**src/proc_mem_map.svh**
```systemverilog
// timing constants and field widths for the processor memory request port
`ifndef PROC_MEM_MAP_SVH
`define PROC_MEM_MAP_SVH
`define PMR_ADDR_W 12
`define PMR_DATA_W 17
`define PMR_REPLY_ON 8'h0A
`define PMR_RELEASE 8'h1E
`define PMR_REPLY_OFF 8'h46
`define PMR_BUSY_DELAY 8'h08
`define PMR_CLK_NS 40
`endif

```
**src/proc_mem_pkg.sv**
```systemverilog
// types for the processor memory request port
package proc_mem_pkg;
   typedef enum logic [2:0] {
      REQ_IDLE = 3'b000,
      REQ_WAIT = 3'b001,
      REQ_STEP1 = 3'b010,
      REQ_STEP2 = 3'b011,
      REQ_CYCLE = 3'b100,
      REQ_REPLY = 3'b101
   } req_state_t;
endpackage

```
**src/proc_mem_if.sv**
```systemverilog
// processor to controller memory request link
`timescale 1ns/100ps
`default_nettype none
`include "proc_mem_map.svh"
interface proc_mem_if;
   logic procMemRequest;
   logic procStoreSelect;
   logic [`PMR_ADDR_W-1:0] procAddressLines;
   logic [`PMR_DATA_W-1:0] procStoreDataLines;
   logic procReply;
   modport device (input procMemRequest, input procStoreSelect, input procAddressLines,
      input procStoreDataLines, output procReply);
   modport host (output procMemRequest, output procStoreSelect, output procAddressLines,
      output procStoreDataLines, input procReply);
endinterface
`default_nettype wire

```
**src/pmr_counter.sv**
```systemverilog
// saturating step counter used by the delay line and reply chain
`timescale 1ns/100ps
`default_nettype none
module pmr_counter #(
   parameter int W = 8
) (
   input wire logic clk,
   input wire logic rst_n,
   input wire logic start,
   input wire logic run,
   output logic [W-1:0] count
);
   always_ff @(posedge clk or negedge rst_n) begin
      if (!rst_n) begin
         count <= '0;
      end else if (start) begin
         count <= {{(W-1){1'b0}}, 1'b1};
      end else if (run && count != {W{1'b1}}) begin
         count <= count + {{(W-1){1'b0}}, 1'b1};
      end
   end
endmodule
`default_nettype wire

```
**src/proc_mem_device.sv**
```systemverilog
// controller end: captures processor requests and runs memory and reply chains
`timescale 1ns/100ps
`default_nettype none
`include "proc_mem_map.svh"
module proc_mem_device #(
   parameter logic [7:0] REPLY_ON = `PMR_REPLY_ON,
   parameter logic [7:0] RELEASE_AT = `PMR_RELEASE,
   parameter logic [7:0] REPLY_OFF = `PMR_REPLY_OFF,
   parameter logic [7:0] BUSY_DELAY = `PMR_BUSY_DELAY
) (
   input wire logic clk,
   input wire logic rst_n,
   proc_mem_if.device link,
   input wire logic scannerAtProc,
   input wire logic memoryBusyIn,
   input wire logic memoryDataReady,
   input wire logic [`PMR_DATA_W-1:0] memReadData,
   output logic grantRoute,
   output logic storeCycle,
   output logic memoryCycleRequest,
   output logic [`PMR_ADDR_W-1:0] memAddress,
   output logic [`PMR_DATA_W-1:0] memWriteData,
   output logic readPathEnable,
   output logic [`PMR_DATA_W-1:0] procReadData,
   output logic busy,
   output logic scannerHold,
   output logic clearOtherRequests
);
   proc_mem_pkg::req_state_t state_q;
   logic procReq1_q, procReq2_q, procReq3_q, inProgress_q, intBusy_q;
   logic grant_q, store_q, memory_cycle_request_q, reply_q, busy_q, chainRun_q, delayRun_q;
   logic [`PMR_ADDR_W-1:0] addr_q;
   logic [`PMR_DATA_W-1:0] wdata_q, rdata_q;
   logic [1:0] busySync_q, readySync_q;
   logic readyPrev_q;
   logic [7:0] chainCount, delayCount;
   logic readyRise, stepOne, stepTwo, delayDone, atRelease, atOff;

   // pins from memory are asynchronous to our clock
   always_ff @(posedge clk or negedge rst_n) begin
      if (!rst_n) begin
         busySync_q <= 2'h0;
         readySync_q <= 2'h0;
         readyPrev_q <= 1'b0;
      end else begin
         busySync_q <= {busySync_q[0], memoryBusyIn};
         readySync_q <= {readySync_q[0], memoryDataReady};
         readyPrev_q <= readySync_q[1];
      end
   end

   assign readyRise = readySync_q[1] && !readyPrev_q;
   assign stepOne = (state_q == proc_mem_pkg::REQ_STEP1);
   assign stepTwo = (state_q == proc_mem_pkg::REQ_STEP2);
   assign atRelease = chainRun_q && chainCount == RELEASE_AT;
   assign atOff = chainRun_q && chainCount == REPLY_OFF;
   assign delayDone = delayCount >= BUSY_DELAY;

   pmr_counter #(.W(8)) replyChain (
      .clk(clk), .rst_n(rst_n), .start(readyRise && inProgress_q),
      .run(chainRun_q), .count(chainCount));

   pmr_counter #(.W(8)) busyDelay (
      .clk(clk), .rst_n(rst_n), .start(stepTwo),
      .run(delayRun_q), .count(delayCount));

   always_ff @(posedge clk or negedge rst_n) begin
      if (!rst_n) begin
         state_q <= proc_mem_pkg::REQ_IDLE;
      end else begin
         case (state_q)
            proc_mem_pkg::REQ_IDLE: begin
               if (procReq1_q && procReq2_q && scannerAtProc) begin
                  state_q <= proc_mem_pkg::REQ_WAIT;
               end
            end
            proc_mem_pkg::REQ_WAIT: begin
               if (!busy_q && !busySync_q[1]) begin
                  state_q <= proc_mem_pkg::REQ_STEP1;
               end
            end
            proc_mem_pkg::REQ_STEP1: state_q <= proc_mem_pkg::REQ_STEP2;
            proc_mem_pkg::REQ_STEP2: state_q <= proc_mem_pkg::REQ_CYCLE;
            proc_mem_pkg::REQ_CYCLE: begin
               if (readyRise) begin
                  state_q <= proc_mem_pkg::REQ_REPLY;
               end
            end
            proc_mem_pkg::REQ_REPLY: begin
               if (atOff) begin
                  state_q <= proc_mem_pkg::REQ_IDLE;
               end
            end
            default: state_q <= proc_mem_pkg::REQ_IDLE;
         endcase
      end
   end

   always_ff @(posedge clk or negedge rst_n) begin
      if (!rst_n) begin
         procReq1_q <= 1'b0;
      end else if (link.procMemRequest && state_q == proc_mem_pkg::REQ_IDLE) begin
         procReq1_q <= 1'b1;
      end else if (stepTwo) begin
         procReq1_q <= 1'b0;
      end
   end

   // scanner sets second flop; released at time 30
   always_ff @(posedge clk or negedge rst_n) begin
      if (!rst_n) begin
         procReq2_q <= 1'b0;
      end else if (atRelease) begin
         procReq2_q <= 1'b0;
      end else if (procReq1_q && scannerAtProc) begin
         procReq2_q <= 1'b1;
      end
   end
   assign scannerHold = procReq2_q;

   // grant and third flop; store; drop at time 70
   always_ff @(posedge clk or negedge rst_n) begin
      if (!rst_n) begin
         procReq3_q <= 1'b1;
         grant_q <= 1'b0;
         store_q <= 1'b0;
         addr_q <= '0;
         wdata_q <= '0;
      end else if (atOff) begin
         procReq3_q <= 1'b1;
         grant_q <= 1'b0;
         store_q <= 1'b0;
      end else if (state_q == proc_mem_pkg::REQ_IDLE && procReq1_q && procReq2_q
                   && scannerAtProc) begin
         procReq3_q <= 1'b0;
         grant_q <= 1'b1;
         store_q <= link.procStoreSelect;
         addr_q <= link.procAddressLines;
         wdata_q <= link.procStoreDataLines;
      end
   end

   // request in progress and internal busy
   always_ff @(posedge clk or negedge rst_n) begin
      if (!rst_n) begin
         inProgress_q <= 1'b0;
         intBusy_q <= 1'b1;
      end else if (stepTwo) begin
         inProgress_q <= 1'b1;
         intBusy_q <= 1'b0;
      end else if (atOff) begin
         inProgress_q <= 1'b0;
         intBusy_q <= 1'b1;
      end
   end

   // memory cycle request for one cycle after step two
   always_ff @(posedge clk or negedge rst_n) begin
      if (!rst_n) begin
         memory_cycle_request_q <= 1'b0;
      end else begin
         memory_cycle_request_q <= stepTwo;
      end
   end

   always_ff @(posedge clk or negedge rst_n) begin
      if (!rst_n) begin
         busy_q <= 1'b0;
         delayRun_q <= 1'b0;
      end else if (stepTwo) begin
         busy_q <= 1'b1;
         delayRun_q <= 1'b1;
      end else if (busy_q && !busySync_q[1] && delayDone && !memory_cycle_request_q) begin
         busy_q <= 1'b0;
         delayRun_q <= 1'b0;
      end
   end

   // reply chain and reply pulse; removal
   always_ff @(posedge clk or negedge rst_n) begin
      if (!rst_n) begin
         chainRun_q <= 1'b0;
         reply_q <= 1'b0;
         rdata_q <= '0;
      end else begin
         if (readyRise && inProgress_q) begin
            chainRun_q <= 1'b1;
            rdata_q <= memReadData;
         end else if (atOff) begin
            chainRun_q <= 1'b0;
         end
         if (chainRun_q && chainCount == REPLY_ON) begin
            reply_q <= 1'b1;
         end else if (atOff) begin
            reply_q <= 1'b0;
         end
      end
   end

   assign clearOtherRequests = stepOne;
   assign grantRoute = grant_q;
   assign storeCycle = store_q;
   assign readPathEnable = grant_q && !store_q;
   assign memoryCycleRequest = memory_cycle_request_q;
   assign memAddress = addr_q;
   assign memWriteData = wdata_q;
   assign procReadData = rdata_q;
   assign busy = busy_q;
   assign link.procReply = reply_q;
endmodule
`default_nettype wire

```
**src/flat_wrapper.sv**
```systemverilog
// flat-port wrapper written by rule: the top's interface ports become plain ports
module proc_mem_device_flat 
#(
   parameter logic [7:0] REPLY_ON = `PMR_REPLY_ON,
   parameter logic [7:0] RELEASE_AT = `PMR_RELEASE,
   parameter logic [7:0] REPLY_OFF = `PMR_REPLY_OFF,
   parameter logic [7:0] BUSY_DELAY = `PMR_BUSY_DELAY
)
  (clk, rst_n, scannerAtProc, memoryBusyIn, memoryDataReady, memReadData, grantRoute, storeCycle, memoryCycleRequest, memAddress, memWriteData, readPathEnable, procReadData, busy, scannerHold, clearOtherRequests, link_procMemRequest, link_procStoreSelect, link_procAddressLines, link_procStoreDataLines, link_procReply);
  proc_mem_if link_i ();
  input wire logic clk;
  input wire logic rst_n;
  input wire logic scannerAtProc;
  input wire logic memoryBusyIn;
  input wire logic memoryDataReady;
  input wire logic [`PMR_DATA_W-1:0] memReadData;
  output logic grantRoute;
  output logic storeCycle;
  output logic memoryCycleRequest;
  output logic [`PMR_ADDR_W-1:0] memAddress;
  output logic [`PMR_DATA_W-1:0] memWriteData;
  output logic readPathEnable;
  output logic [`PMR_DATA_W-1:0] procReadData;
  output logic busy;
  output logic scannerHold;
  output logic clearOtherRequests;
  input wire logic [$bits(link_i.procMemRequest)-1:0] link_procMemRequest;
  input wire logic [$bits(link_i.procStoreSelect)-1:0] link_procStoreSelect;
  input wire logic [$bits(link_i.procAddressLines)-1:0] link_procAddressLines;
  input wire logic [$bits(link_i.procStoreDataLines)-1:0] link_procStoreDataLines;
  output wire logic [$bits(link_i.procReply)-1:0] link_procReply;
  assign link_i.procMemRequest = link_procMemRequest;
  assign link_i.procStoreSelect = link_procStoreSelect;
  assign link_i.procAddressLines = link_procAddressLines;
  assign link_i.procStoreDataLines = link_procStoreDataLines;
  assign link_procReply = link_i.procReply;
  proc_mem_device #(.REPLY_ON(REPLY_ON), .RELEASE_AT(RELEASE_AT), .REPLY_OFF(REPLY_OFF), .BUSY_DELAY(BUSY_DELAY)) u_core (.clk(clk), .rst_n(rst_n), .link(link_i), .scannerAtProc(scannerAtProc), .memoryBusyIn(memoryBusyIn), .memoryDataReady(memoryDataReady), .memReadData(memReadData), .grantRoute(grantRoute), .storeCycle(storeCycle), .memoryCycleRequest(memoryCycleRequest), .memAddress(memAddress), .memWriteData(memWriteData), .readPathEnable(readPathEnable), .procReadData(procReadData), .busy(busy), .scannerHold(scannerHold), .clearOtherRequests(clearOtherRequests));
endmodule
```
**config.mk**
```make
export PLATFORM = sky130hd
export DESIGN_NAME = proc_mem_device_flat
export DESIGN_NICKNAME = d
export VERILOG_FILES = /design/src/proc_mem_pkg.sv /design/src/proc_mem_if.sv /design/src/pmr_counter.sv /design/src/proc_mem_device.sv /design/src/flat_wrapper.sv
export VERILOG_INCLUDE_DIRS = /design/src /design/src/src
export SDC_FILE = /design/constraint.sdc
export NUM_CORES = 1
export LEC_CHECK = 0
export ABC_AREA = 0
export BUFFER_PORTS_ARGS = -buffer_cell sky130_fd_sc_hd__buf_2
export CORE_ASPECT_RATIO = 0.9
export CORE_UTILIZATION = 40
export DETAILED_ROUTE_END_ITERATION = 8
export GPL_TIMING_DRIVEN = 0
export PLACE_DENSITY_LB_ADDON = 0.2
export RECOVER_POWER = 100
export SLEW_MARGIN = 0
export SYNTH_ARGS = -nofsm -noshare
export SYNTH_HDL_FRONTEND = slang
export SYNTH_HIERARCHICAL = 1
export SYNTH_SLANG_ARGS = --single-unit
```
**constraint.sdc**
```tcl
create_clock -name clk -period 1.9 [get_ports clk]
set_input_delay 0.285 -clock clk [delete_from_list [all_inputs] [get_ports clk]]
set_output_delay 0.285 -clock clk [all_outputs]
set_load 0.01 [all_outputs]
```
# Word-level counts from Yosys, hierarchy flattened
# Cells that the tools add are included.
[word_totals]
regBits = 79
input_bits = 53
out_inout_bits = 54
word_cells = 95
[op_classes]
addsub = 2
magnitude_cmp = 1
n_eq_ne = 14
mux = 23
bitwise_logic = 1
n_reduce_logical = 36
[op_table]
columns = ["cell", "n"]
rows = [
  ["$mux 8", 4],
  ["$logic_and 1x1->1", 19],
  ["$pmux 3 s6", 1],
  ["$reduce_bool 2->1", 9],
  ["$add 8x1->8 const B", 2],
  ["$ne 8x8->1 const B", 2],
  ["$mux 1", 14],
  ["$mux 3", 4],
  ["$eq 8x4->1 const B", 1],
  ["$eq 8x5->1 const B", 1],
  ["$eq 8x7->1 const B", 1],
  ["$ge 8x4->1 const B", 1],
  ["$ne 2x1->1 const B", 4],
  ["$eq 3x2->1 const B", 2],
  ["$eq 3x3->1 const B", 2],
  ["$logic_not 1->1", 5],
  ["$reduce_and 4->1", 1],
  ["$eq 3x1->1 const B", 1],
  ["$logic_not 3->1", 1],
  ["$reduce_and 2->1", 1],
  ["$not 1->1", 1],
]

# Logic depth before layout (Yosys ltp)
# Gate-level depths: netlist of the first run.
[depth]
word_depth = 6
ltp_mapped = 6
depth_no_buf = 5

# Cells and area by module
# The synthesis of the first run kept the hierarchy.
[by_module_without_submodules]
columns = ["module", "instances", "cells_per_inst", "area_per_inst_um2", "seq_area_each_um2"]
rows = [
  ["proc_mem_device", 1, 202, 2478.6, 1576.5],
  ["pmr_counter", 2, 49, 462.9, 200.2],
]

# Least setup slack after synthesis of the first run
# OpenSTA, ideal clock, no wires.
[synth_timing]
path_type = "reg-to-reg"
start = "reg u_core.replyChain.count[0]"
end = "reg u_core.addr_q[11] (netlist: u_core/memAddress[11])"
setup_time_ns = 0.125
arrival_time_ns = 1.854
t_required_ns = 1.775
slack_ns = -0.079
path_stages_with_launch = 7
path_buffers = 2
synth_period_minus_slack_ns = 1.979
cell_sequence = "dfrtp_1 -> or4b_4 -> nor3_2 -> a31oi_1 -> buf_6 -> buf_6 -> mux2_4"
[synth_between]
elab_chain_cells = 4
[synth_lines]
columns = ["item", "line_no", "source"]
rows = [
  ["from (decl)", "pmr_counter.sv:11", "output logic [W-1:0] count"],
  ["from (signal assigned)", "pmr_counter.sv:17", "count <= {{(W-1){1'b0}}, 1'b1};"],
  ["from (signal assigned)", "pmr_counter.sv:19", "count <= count + {{(W-1){1'b0}}, 1'b1};"],
  ["$eq 8x7->1", "proc_mem_device.sv:56", "assign atOff = chainRun_q && chainCount == REPLY_OFF;"],
  ["$logic_and 1x1->1", "proc_mem_device.sv:56", ""],
  ["$not 1->1 (no line)", "--", ""],
  ["$reduce_and 2->1 (no line)", "--", ""],
  ["to (signal assigned)", "proc_mem_device.sv:138", "addr_q <= link.procAddressLines;"],
  ["to (decl)", "proc_mem_device.sv:32", "logic [`PMR_ADDR_W-1:0] addr_q;"],
]
# Every way passes these cells.
# A chain may end at the register's enable or synchronous reset.

# Final worst setup path of the first run
[layout_timing]
start = "reg u_core.replyChain.count[4]"
end = "reg u_core.wdata_q[6] (netlist: u_core/memWriteData[6])"
[layout_between]
elab_chain_cells = 4
[layout_lines]
columns = ["item", "line_no", "source"]
rows = [
  ["$eq 8x7->1", "proc_mem_device.sv:56", ""],
  ["$logic_and 1x1->1", "proc_mem_device.sv:56", ""],
  ["$not 1->1 (no line)", "--", ""],
  ["$reduce_and 2->1 (no line)", "--", ""],
  ["to (signal assigned)", "proc_mem_device.sv:139", "wdata_q <= link.procStoreDataLines;"],
  ["to (decl)", "proc_mem_device.sv:33", "logic [`PMR_DATA_W-1:0] wdata_q, rdata_q;"],
]
# Every way passes these cells.

==> out/summary.log, run 1 <==
qor: status.status complete, but fails checks
qor: status.violations setup timing
qor: timing.final_hold_viol_count 0
qor: logic_synthesis.yosys-mux-area-fraction 12.8%
qor: timing.finalClockSkew 0.00838 ns
qor: logic_synthesis.ys.warnings.count 6
qor: power_and_ir_drop.ir_drop 472 uV
qor: logic_synthesis.synth.top_cell.area_share 58.1%
qor: logic_synthesis.ys_seq_elements 79
qor: logic_synthesis.syn_area 3400 sq um
qor: logic_synthesis.synth_simple_gate_area_share 18.8%
qor: logic_synthesis.synthFlopType dfrtp_1
qor: grt.antenna_found_initial 0
qor: timing.setup_viol_count_final 23
qor: grt.first_global_vias 2408
qor: floorplan.num_io_pins 107
qor: timing.worstMarginPinSlew 0.751 ns
qor: cts.clock_tree.root_cell clkbuf_8
qor: cts.clockBufferDepth 2
qor: finish.antenna_cells 0
qor: finish.final_net_count 479
qor: grt.grt_start_max_net_pins 53
qor: routing.vias 2656
qor: cts.clkTransAtPathRegs 0.09 ns
qor: timing.slew_headroom 49.9%
qor: worst_setup_path.setup.worst_path.end_class flop
qor: flow_run.maxCapViolCount 0
qor: cts.htree_levels 3
qor: floorplan.initial_core_util 41.8%
qor: grt.grt-ovfl-total 0
qor: cts.worst_skew_pair.late_latency 0.35 ns
qor: logic_synthesis.syn-num-nets 355
qor: timing.worst_slack -0.0887 ns
qor: place.place.port_buffers 106
qor: worst_setup_path.startpoint_type flop
qor: finish.final_cells 528
qor: floorplan.row_count 31
qor: worst_setup_path.crit_chain or4b_4, nor3_4, a31oi_2, buf_6, buf_12, mux2_4
qor: worst_setup_path.cpMaxStageDelayCell or4b_4
qor: logic_synthesis.post_synth_num_cell_types 43
qor: grt.first_pass_grt_wire_length 11900 um
qor: logic_synthesis.synth-edff-count 0
qor: logic_synthesis.synth_async_sr_flop_share 100%
qor: logic_synthesis.synth.largest_area_cell dfrtp_1
qor: power_and_ir_drop.p_leak 2.11 nW
qor: finish.final_core_utilization 52.8%
qor: floorplan.die_area 8880 sq um
qor: logic_synthesis.main_combinational_cell_family_by_area_after_synthesis simple AND/OR/NAND/NOR gates
qor: place.place.detailed.hpwl 5410 um
qor: logic_synthesis.synth_compound_area_share 6.80%
qor: logic_synthesis.synthAdderAreaFrac 0.735%
qor: timing.rsz0062_at_grt true
qor: min_path.hold_path_class primary input to flop
qor: routing.detailedRoute.firstIterationViolations 87
qor: worst_setup_path.crit_path_max_fanout 10
qor: routing.route.detailed.wl_per_inst 14.4 um
qor: logic_synthesis.synth_seq_area_share 58.1%
qor: routing.routed_wl 7610 um
qor: cts.numCtsBuffers 9
qor: place.post-place-ws -0.443 ns
qor: timing.finalCriticalPeriod 1.99 ns
qor: logic_synthesis.synth-xor-area-share 0%
qor: timing.maxSlewViolCount 0
qor: floorplan.floorplan.die.width 99.2 um
qor: finish.num-fill-cells 763
qor: grt.track_usage 17.6%
qor: floorplan.die_h 89.5 um
qor: worst_setup_path.timing.critical_path.max_delay_family simple AND/OR/NAND/NOR gates
qor: finish.final_layout_size_suffix_gt1_share 28.7%
qor: routing.remaining_drc_errors 0
qor: worst_setup_path.setup.reg_to_reg.worst_slack -0.09 ns
qor: worst_setup_path.worst_stage_delay_on_the_critical_path 0.58 ns
qor: worst_setup_path.cp.buffers_inverters 2
qor: logic_synthesis.synthCells 300
qor: worst_setup_path.crit_required 2.14 ns
qor: cts.cts_tree yes
qor: finish.flow.area_growth_from_synthesis 26.4%
qor: logic_synthesis.synth.area.top_cells dfrtp_1 (58%), mux2_2 (6.9%), nand2_1 (6.6%)
qor: place.numPlacedInstances 506
qor: place.gp_routability_congestion 0.805
qor: routing.drt_first_pass_iters 4
qor: floorplan.core_outline_area 8150 sq um
qor: power_and_ir_drop.power_density 846 nW/um^2
qor: worst_setup_path.cp.arrival 2.23 ns
qor: logic_synthesis.postSynthAreaPerCell 11.3 sq um
qor: cts.numClockSinks 79
qor: routing.vias_per_cell 5.03
qor: timing.fmax 503 MHz
qor: routing.drt.antenna.violating_nets 0
qor: timing.period_share 105%
qor: worst_setup_path.path_class flop to flop
## Yosys cell counts, drive strengths merged (5+ instances only)
cell	n
dfrtp	79
nand2	60
mux2	31
nor2	14
a21oi	10
inv	10
nor3	10
nor2b	8
nand2b	6
nand3	6
buf	5
mux2i	5
o21ai	5
## kinds of logic after synthesis
| family | Yosys count |
|---|---|
| AOI/OAI and AO/OA | 35 |
| muxes | 36 |
| DFF | 79 |
| adders and majority gates | 2 |
| and+or+nand+nor | 128 |
| buffers and inverters | 20 |
## final cells by class
type,instances,area [sq um],area share (%)
sequential,79,1980,46.0
multi-input combinational,201,1350,31.3
timing repair buffer,115,553,12.8
clock buffer,9,124,2.88
tap,99,124,2.88
clock inverter,7,78.8,1.83
buffer,7,57.6,1.34
inverter,11,41.3,0.959
## report_power, final
group | switching [mW] | internal (mW) | leakage, nW | total (mW)
clock network | 0.647 | 0.623 | 0.105 | 1.27
logic | 0.250 | 0.206 | 0.992 | 0.456
registers | 0.122 | 1.79 | 1.01 | 1.91
total | 1.02 | 2.62 | 2.11 | 3.64
## path summary, 6_finish.rpt
| path | from | end | cells after the start |
|---|---|---|---|
| max in group asynchronous | rst_n | u_core/replyChain/count[0]$_DFFE_PN0P_ | 3 |
| max reg2reg | u_core/replyChain/count[4]$_DFFE_PN0P_ | u_core/memWriteData[6]$_DFFE_PN0P_ | 6 |
| min | memoryBusyIn | u_core/busySync_q[0]$_DFF_PN0_ | 1 |
| min in group asynchronous | rst_n | u_core/memWriteData[6]$_DFFE_PN0P_ | 2 |
| max | u_core/replyChain/count[4]$_DFFE_PN0P_ | u_core/memWriteData[6]$_DFFE_PN0P_ | 6 |
| min reg2reg | u_core/readySync_q[0]$_DFF_PN0_ | u_core/readySync_q[1]$_DFF_PN0_ | 0 |
## sequential cells by signal, indices dropped and copies added (netlist names), 2 cells and up
register	count
u_core/busyDelay/count	8
u_core/state_q	3
u_core/busySync_q	2
u_core/memWriteData	17
u_core/replyChain/count	8
u_core/procReadData	17
u_core/readySync_q	2
u_core/memAddress	12
## layout by cell type (no fill, tap or decap), types with 5 or more instances in the layout
cell / synthesis / routed
nand2_1: 60 / 60
nand2b_1: 6 / 6
mux2_4: 10 / 10
mux2i_1: 5 / 5
a21oi_1: 10 / 10
mux2_2: 21 / 21
nor2b_1: 8 / 8
dfrtp_1: 79 / 77
buf_2: 3 / 53
buf_4: 0 / 7
inv_1: 10 / 10
nor2_1: 14 / 14
clkbuf_8: 0 / 9
nor3_1: 9 / 9
o21ai_0: 5 / 5
clkbuf_1: 4 / 55
## metal layers
metal  GRT usage [%]  share of wire, %
met1            23.4                49
met5               0                 0
met2            27.8                44
met3            6.02               6.7
met4            4.81               1.0
## metrics by stage
| stage | TNS [ns] | instance area, sq um | hold WS [ns] | power (mW) |
|---|---|---|---|---|
| final | -1.40 | 4300 | 0.0381 | 3.64 |
| after global routing | -3.17 | 4300 | 0.0180 | 3.84 |
| after CTS | -0.842 | 4360 | 0.0226 | 3.69 |
| after detailed placement | -3.84 | 4090 | 0.239 | 2.40 |
| after global placement | -6.39 | 4060 | 0.335 | 2.37 |
| after floorplan | -0.0769 | 3410 | -0.0106 | 2.16 |
## timing repair
| item | CTS | global route |
|---|---|---|
| resized for setup | 5 | 5 |
| hold endpoints to repair | 27 | 0 |
| setup buffers | 5 | 2 |
| hold buffers | 1 | 0 |
| endpoints found under the setup margin | 28 | 36 |
| pin swaps | 0 | 1 |
(Power assumes the default switching activity.)
==> run 2, diff against run 1 <==
Settings changed: ABC_AREA 0 to 1.
==> out/summary.log, run 2 <==
qor: grt.antenna_found_initial 0
qor: timing.slew_headroom 33.1%
qor: logic_synthesis.synth_seq_area_share 55.2%
qor: logic_synthesis.ys_seq_elements 79
qor: power_and_ir_drop.total_power 6.44 mW
qor: timing.final.setup.tns 0 ns
qor: grt.grt-ovfl-total 0
qor: routing.drt_first_pass_iters 4
qor: cts.cts_tree yes
qor: timing.fmax 601 MHz
qor: logic_synthesis.synth.area.top_cells dfrtp_1 (55%), nand2_1 (20%), nand3_1 (7.7%)
qor: flow_run.maxCapViolCount 0
qor: worst_setup_path.critical_path.most_common_cell nand2_1
qor: place.place_area 4280 sq um
qor: cts.clkTransAtPathRegs 0.08 ns
qor: routing.routed_wl 8060 um
qor: cts.numClockSinks 79
qor: logic_synthesis.synth.largest_area_cell dfrtp_1
qor: cts.htree_levels 3
qor: routing.vias 3184
qor: finish.final_core_utilization 51.0%
qor: logic_synthesis.synth_async_sr_flop_share 100%
qor: power_and_ir_drop.p_leak 2.28 nW
qor: timing.maxSlewViolCount 0
qor: logic_synthesis.post-synth-top-count-cell nand2_1
qor: floorplan.floorplan.die.width 102 um
qor: finish.final_area 4390 sq um
qor: floorplan.die_area 9330 sq um
qor: finish.final_net_count 614
qor: timing.setup_viol_count_final 0
qor: floorplan.die_h 91.7 um
qor: finish.mostFrequentLayoutCell nand2_1
qor: worst_setup_path.startpoint_type flop
qor: timing.period_share 87.6%
qor: cts.worst_skew_pair.late_latency 0.35 ns
qor: routing.vias_per_cell 4.66
qor: finish.flow.area_growth_from_synthesis 22.8%
qor: logic_synthesis.syn_area 3580 sq um
qor: worst_setup_path.cp.buffers_inverters 2
qor: finish.final_layout_size_suffix_gt1_share 16.0%
qor: logic_synthesis.synthFlopType dfrtp_1
qor: routing.detailedRoute.firstIterationViolations 125
qor: grt.grt_start_max_net_pins 42
qor: timing.worst_slack 0.236 ns
qor: grt.track_usage 18.9%
qor: timing.final_hold_viol_count 0
qor: grt.first_pass_grt_wire_length 13700 um
qor: finish.most_frequent_cells_in_the_layout nand2_1 (191), dfrtp_1 (79), clkbuf_1 (61), nand3_1 (55), buf_2 (54)
qor: worst_setup_path.cpMaxStageDelayCell dfrtp_1
qor: worst_setup_path.worst_stage_delay_on_the_critical_path 0.50 ns
qor: cts.buffers_inserted_by_post_cts_timing_repair 0
qor: finish.final_cells 683
qor: logic_synthesis.postSynthAreaPerCell 8.11 sq um
qor: routing.route.detailed.wl_per_inst 11.8 um
qor: finish.num-fill-cells 890
qor: timing.finalClockSkew 0.00949 ns
qor: cts.numCtsBuffers 9
qor: timing.finalCriticalPeriod 1.66 ns
qor: logic_synthesis.syn-num-nets 496
qor: logic_synthesis.post_synth_num_cell_types 26
qor: timing.rsz0062_at_grt false
qor: routing.drt.antenna.violating_nets 0
qor: worst_setup_path.crit_required 2.14 ns
qor: timing.worstMarginPinSlew 1.00 ns
qor: worst_setup_path.cp.arrival 1.91 ns
qor: power_and_ir_drop.power_density 1470 nW/um^2
qor: worst_setup_path.crit_path_max_fanout 9
qor: timing.worst_hold_margin 0.0323 ns
qor: worst_setup_path.timing.critical_path.max_delay_family simple AND/OR/NAND/NOR gates
qor: routing.remaining_drc_errors 0
qor: power_and_ir_drop.ir_drop 629 uV
qor: worst_setup_path.setup.worst_path.end_class flop
qor: floorplan.initial_core_util 41.6%
qor: logic_synthesis.ys.warnings.count 6
qor: place.gp_routability_congestion 0.807
qor: logic_synthesis.synth-edff-count 0
qor: floorplan.row_count 32
qor: place.place.detailed.hpwl 5860 um
qor: worst_setup_path.path_class flop to flop
qor: logic_synthesis.synth.top_cell.area_share 55.2%
qor: cts.clock_tree.root_cell clkbuf_8
qor: place.numPlacedInstances 667
qor: place.place.port_buffers 106
qor: worst_setup_path.crit_chain nand2_1, nor2_2, inv_1, nand2_4, inv_1, nand2_1, nand2_1
qor: logic_synthesis.synthCells 441
qor: grt.first_global_vias 2987
qor: floorplan.num_io_pins 107
qor: place.post-place-ws -0.0819 ns
qor: min_path.hold_path_class primary input to flop
qor: status.status complete, no violations
qor: floorplan.core_outline_area 8610 sq um
qor: finish.antenna_cells 0
qor: cts.clockBufferDepth 2
qor: logic_synthesis.netlist_top_cells_count nand2_1 (189), dfrtp_1 (79), nand3_1 (55)
-- run 2: area by class of cell --
cell class,instances,area [sq um],area share (%)
Buffer,11,61.3,1.40
Clock buffer,11,131,2.99
Clock inverter,5,58.8,1.34
Inverter,35,140,3.19
Multi-Input combinational cell,315,1390,31.7
Sequential cell,79,1980,45.0
Tap cell,119,149,3.39
Timing Repair Buffer,108,484,11.0
-- run 2: per-layer routing --
layer	GRT usage, %	vias up	part of all wire, %
met4	7.25	0	1.6
met3	5.64	13	5.9
met1	23.8	1464	46
met2	30.5	81	46
li1	-	1626	-
met5	0	-	0
-- run 2: timing repair --
| item | 4_1_cts | 5_1_grt |
|---|---|---|
| hold buffers | 1 | 0 |
| hold endpoints to repair | 40 | 0 |
| endpoints found under the setup margin | 5 | 13 |
| resized for setup | 0 | 2 |
-- run 2: kinds of logic (layout without fill, tap and decap cells) --
family                   count (synthesis)  after routing  synth area share (%)
AND/OR/NAND/NOR                        291            291                  34.5
flip-flops                              79             79                  55.2
buffers and inverters                   47            170                  5.80
AO/OA/AOI/OAI                           22             22                  3.78
adder cells (fa/ha/maj)                  2              2                 0.699
-- run 2: worst paths after layout --
kind	cells after the start	end	slack, ns	startpoint
min reg2reg	0	u_core/readySync_q[1]$_DFF_PN0_	0.35	u_core/readySync_q[0]$_DFF_PN0_
max reg2reg	7	u_core/busyDelay/count[3]$_DFFE_PN0P_	0.24	u_core/state_q[0]$_DFFE_PN0P_
min	1	u_core/readySync_q[0]$_DFF_PN0_	0.03	memoryDataReady
min in group asynchronous	2	u_core/replyChain/count[4]$_DFFE_PN0P_	0.63	rst_n
max	7	u_core/busyDelay/count[3]$_DFFE_PN0P_	0.24	u_core/state_q[0]$_DFFE_PN0P_
max in group asynchronous	3	u_core/busyDelay/count[2]$_DFFE_PN0P_	0.40	rst_n
-- run 2: power by group --
group	switching [mW]	internal (mW)	leakage (nW)	total, mW
clock network	0.605	0.608	0.0895	1.21
registers	0.514	2.34	0.974	2.85
logic	1.50	0.876	1.22	2.37
==> run 3, diff against run 2 <==
Settings changed: ABC_AREA 1 to 0, CTS_BUF_LIST from default to sky130_fd_sc_hd__clkbuf_4, HOLD_SLACK_MARGIN from default to 0.06.
==> out/summary.log, run 3 (synthesis results as in run 1) <==
qor: routing.drt.antenna.violating_nets 0
qor: timing.slew_headroom 53.5%
qor: grt.grt-ovfl-total 0
qor: worst_setup_path.path_class flop to flop
qor: power_and_ir_drop.power.switching_fraction 28.8%
qor: finish.most_frequent_cells_in_the_layout dfrtp_1 (77), nand2_1 (60), buf_2 (54), clkbuf_1 (54), dlygate4sd3_1 (49)
qor: power_and_ir_drop.seq_power_share 55.1%
qor: worst_setup_path.timing.rr.end u_core/memWriteData[4]$_DFFE_PN0P_
qor: cts.htree_levels 3
qor: worst_setup_path.crit_required 2.23 ns
qor: routing.routed_wl 8620 um
qor: floorplan.die_area 8880 sq um
qor: grt.grt_start_max_net_pins 53
qor: timing.period_share 105%
qor: routing.route.detailed.wl_per_inst 15.0 um
qor: flow_run.maxCapViolCount 0
qor: cts.clkTransAtPathRegs 0.13 ns
qor: timing.rsz0062_at_grt true
qor: finish.final_net_count 527
qor: grt.antenna_found_initial 0
qor: power_and_ir_drop.proportion_of_power_drawn_by_combinational_gates 15.3%
qor: timing.worstMarginPinSlew 0.698 ns
qor: routing.vias 2854
qor: power_and_ir_drop.int_pwr 2.48 mW
qor: place.gp_routability_congestion 0.805
qor: power_and_ir_drop.ir_drop 465 uV
qor: min_path.worstHoldPathCells 3
qor: cts.worst_skew_pair.late_latency 0.43 ns
qor: floorplan.die_h 89.5 um
qor: worst_setup_path.critPathLaunch u_core/replyChain/count[4]$_DFFE_PN0P_
qor: worst_setup_path.setup.reg_to_reg.worst_slack -0.09 ns
qor: status.status complete, but fails checks
qor: timing.fmax 502 MHz
qor: timing.setup_viol_count_final 29
qor: timing.final_hold_viol_count 0
qor: timing.maxSlewViolCount 0
qor: routing.vias_per_cell 4.95
qor: worst_setup_path.cp.arrival 2.32 ns
qor: power_and_ir_drop.power.switching 1.00 mW
qor: power_and_ir_drop.clk_network_pwr_share 29.6%
qor: worst_setup_path.critPathCapture u_core/memWriteData[4]$_DFFE_PN0P_
qor: grt.track_usage 19.2%
qor: finish.antenna_cells 0
qor: place.post-place-ws -0.443 ns
qor: cts.cts_tree yes
qor: floorplan.row_count 31
qor: floorplan.initial_core_util 41.8%
qor: floorplan.core_outline_area 8150 sq um
qor: cts.clock_tree.root_cell clkbuf_4
qor: grt.first_pass_grt_wire_length 13000 um
qor: power_and_ir_drop.p_leak 2.29 nW
qor: cts.numCtsBuffers 9
qor: place.place.detailed.hpwl 5410 um
qor: min_path.hold_path_class primary input to flop
qor: status.violations setup timing
qor: finish.flow.area_growth_from_synthesis 38.7%
qor: finish.mostFrequentLayoutCell dfrtp_1
qor: timing.finalClockSkew 0.0116 ns
qor: place.place.port_buffers 106
qor: routing.remaining_drc_errors 0
qor: worst_setup_path.setup.worst_path.end_class flop
qor: cts.clockBufferDepth 2
qor: floorplan.num_io_pins 107
qor: routing.drt_first_pass_iters 4
qor: floorplan.floorplan.die.width 99.2 um
qor: worst_setup_path.startpoint_type flop
qor: timing.worst_slack -0.0908 ns
qor: power_and_ir_drop.total_power 3.48 mW
qor: power_and_ir_drop.power_density 737 nW/um^2
qor: worst_setup_path.reg2reg_depth 6
qor: worst_setup_path.startpoint_of_the_worst_register_to_register_path u_core/replyChain/count[4]$_DFFE_PN0P_
qor: grt.first_global_vias 2637
qor: timing.finalCriticalPeriod 1.99 ns
qor: cts.numClockSinks 79
qor: finish.final_layout_size_suffix_gt1_share 26.0%
qor: routing.detailedRoute.firstIterationViolations 111
qor: worst_setup_path.crit_path_max_fanout 10
run 3: what timing repair did:
item	in CTS	in global routing
hold buffers	38	11
endpoints found under the hold margin	64	11
pin swaps	0	1
endpoints found under the setup margin	30	35
resized for setup	6	3
setup buffers	5	2
run 3: how the worst min path moves through the flow:
stage	startpoint	to	slack, ns
after global routing	link_procStoreSelect	u_core/storeCycle$_DFFE_PN0P_	0.08
after global placement	u_core/busySync_q[0]$_DFF_PN0_	u_core/busySync_q[1]$_DFF_PN0_	0.34
after detailed placement	rst_n	u_core/memWriteData[6]$_DFFE_PN0P_	0.24
after CTS	link_procAddressLines[6]	u_core/memAddress[6]$_DFFE_PN0P_	0.06
final	link_procStoreSelect	u_core/storeCycle$_DFFE_PN0P_	0.11
after floorplan	rst_n	u_core/busyDelay/count[0]$_DFFE_PN0P_	-0.01
run 3: worst max-delay path: stages (launching register included):
cell and delay [ns]:
dfrtp_1 0.42, or4b_4 0.58, nor3_4 0.17, a31oi_2 0.13, buf_6 0.15, buf_12 0.14, mux2_4 0.30
run 3: power by group through the flow:
stage               Sequential [mW]  Clock (mW)  Combinational, mW
global placement               1.94           0              0.429
CTS                            1.91        1.08              0.530
global route                   1.94        1.17              0.594
detailed placement             1.95           0              0.448
floorplan                      1.95           0              0.216
finish                         1.92        1.03              0.531
run 3: final cells by class:
| cell class | instances | area (sq um) |
|---|---|---|
| multi-input combinational | 201 | 1350 |
| tap | 99 | 124 |
| fill | 709 | 3420 |
| buffer | 7 | 57.6 |
| clock buffer | 9 | 67.6 |
| sequential | 79 | 1980 |
| inverter | 11 | 41.3 |
| timing repair buffer | 163 | 1030 |
| clock inverter | 7 | 78.8 |
run 3: per-stage QoR:
step                TNS [ns]  area, sq um  util (%)  instances  hold WS (ns)
finish                 -1.25         4720      58.0        576         0.109
CTS                   -0.681         4680      57.5        563        0.0600
global route           -3.08         4720      58.0        576        0.0820
detailed placement     -3.84         4090      50.2        506         0.239
global placement       -6.39         4060      49.9        505         0.335
floorplan            -0.0769         3410         -        300       -0.0106
run 3: routing by layer:
| metal | track usage [%] | routed length (um) | up-vias |
|---|---|---|---|
| met5 | 0 | 0 | - |
| met1 | 24.8 | 3960 | 1360 |
| met4 | 4.81 | 72 | 0 |
| met2 | 31.4 | 4060 | 87 |
| li1 | - | - | 1400 |
| met3 | 6.49 | 527 | 7 |
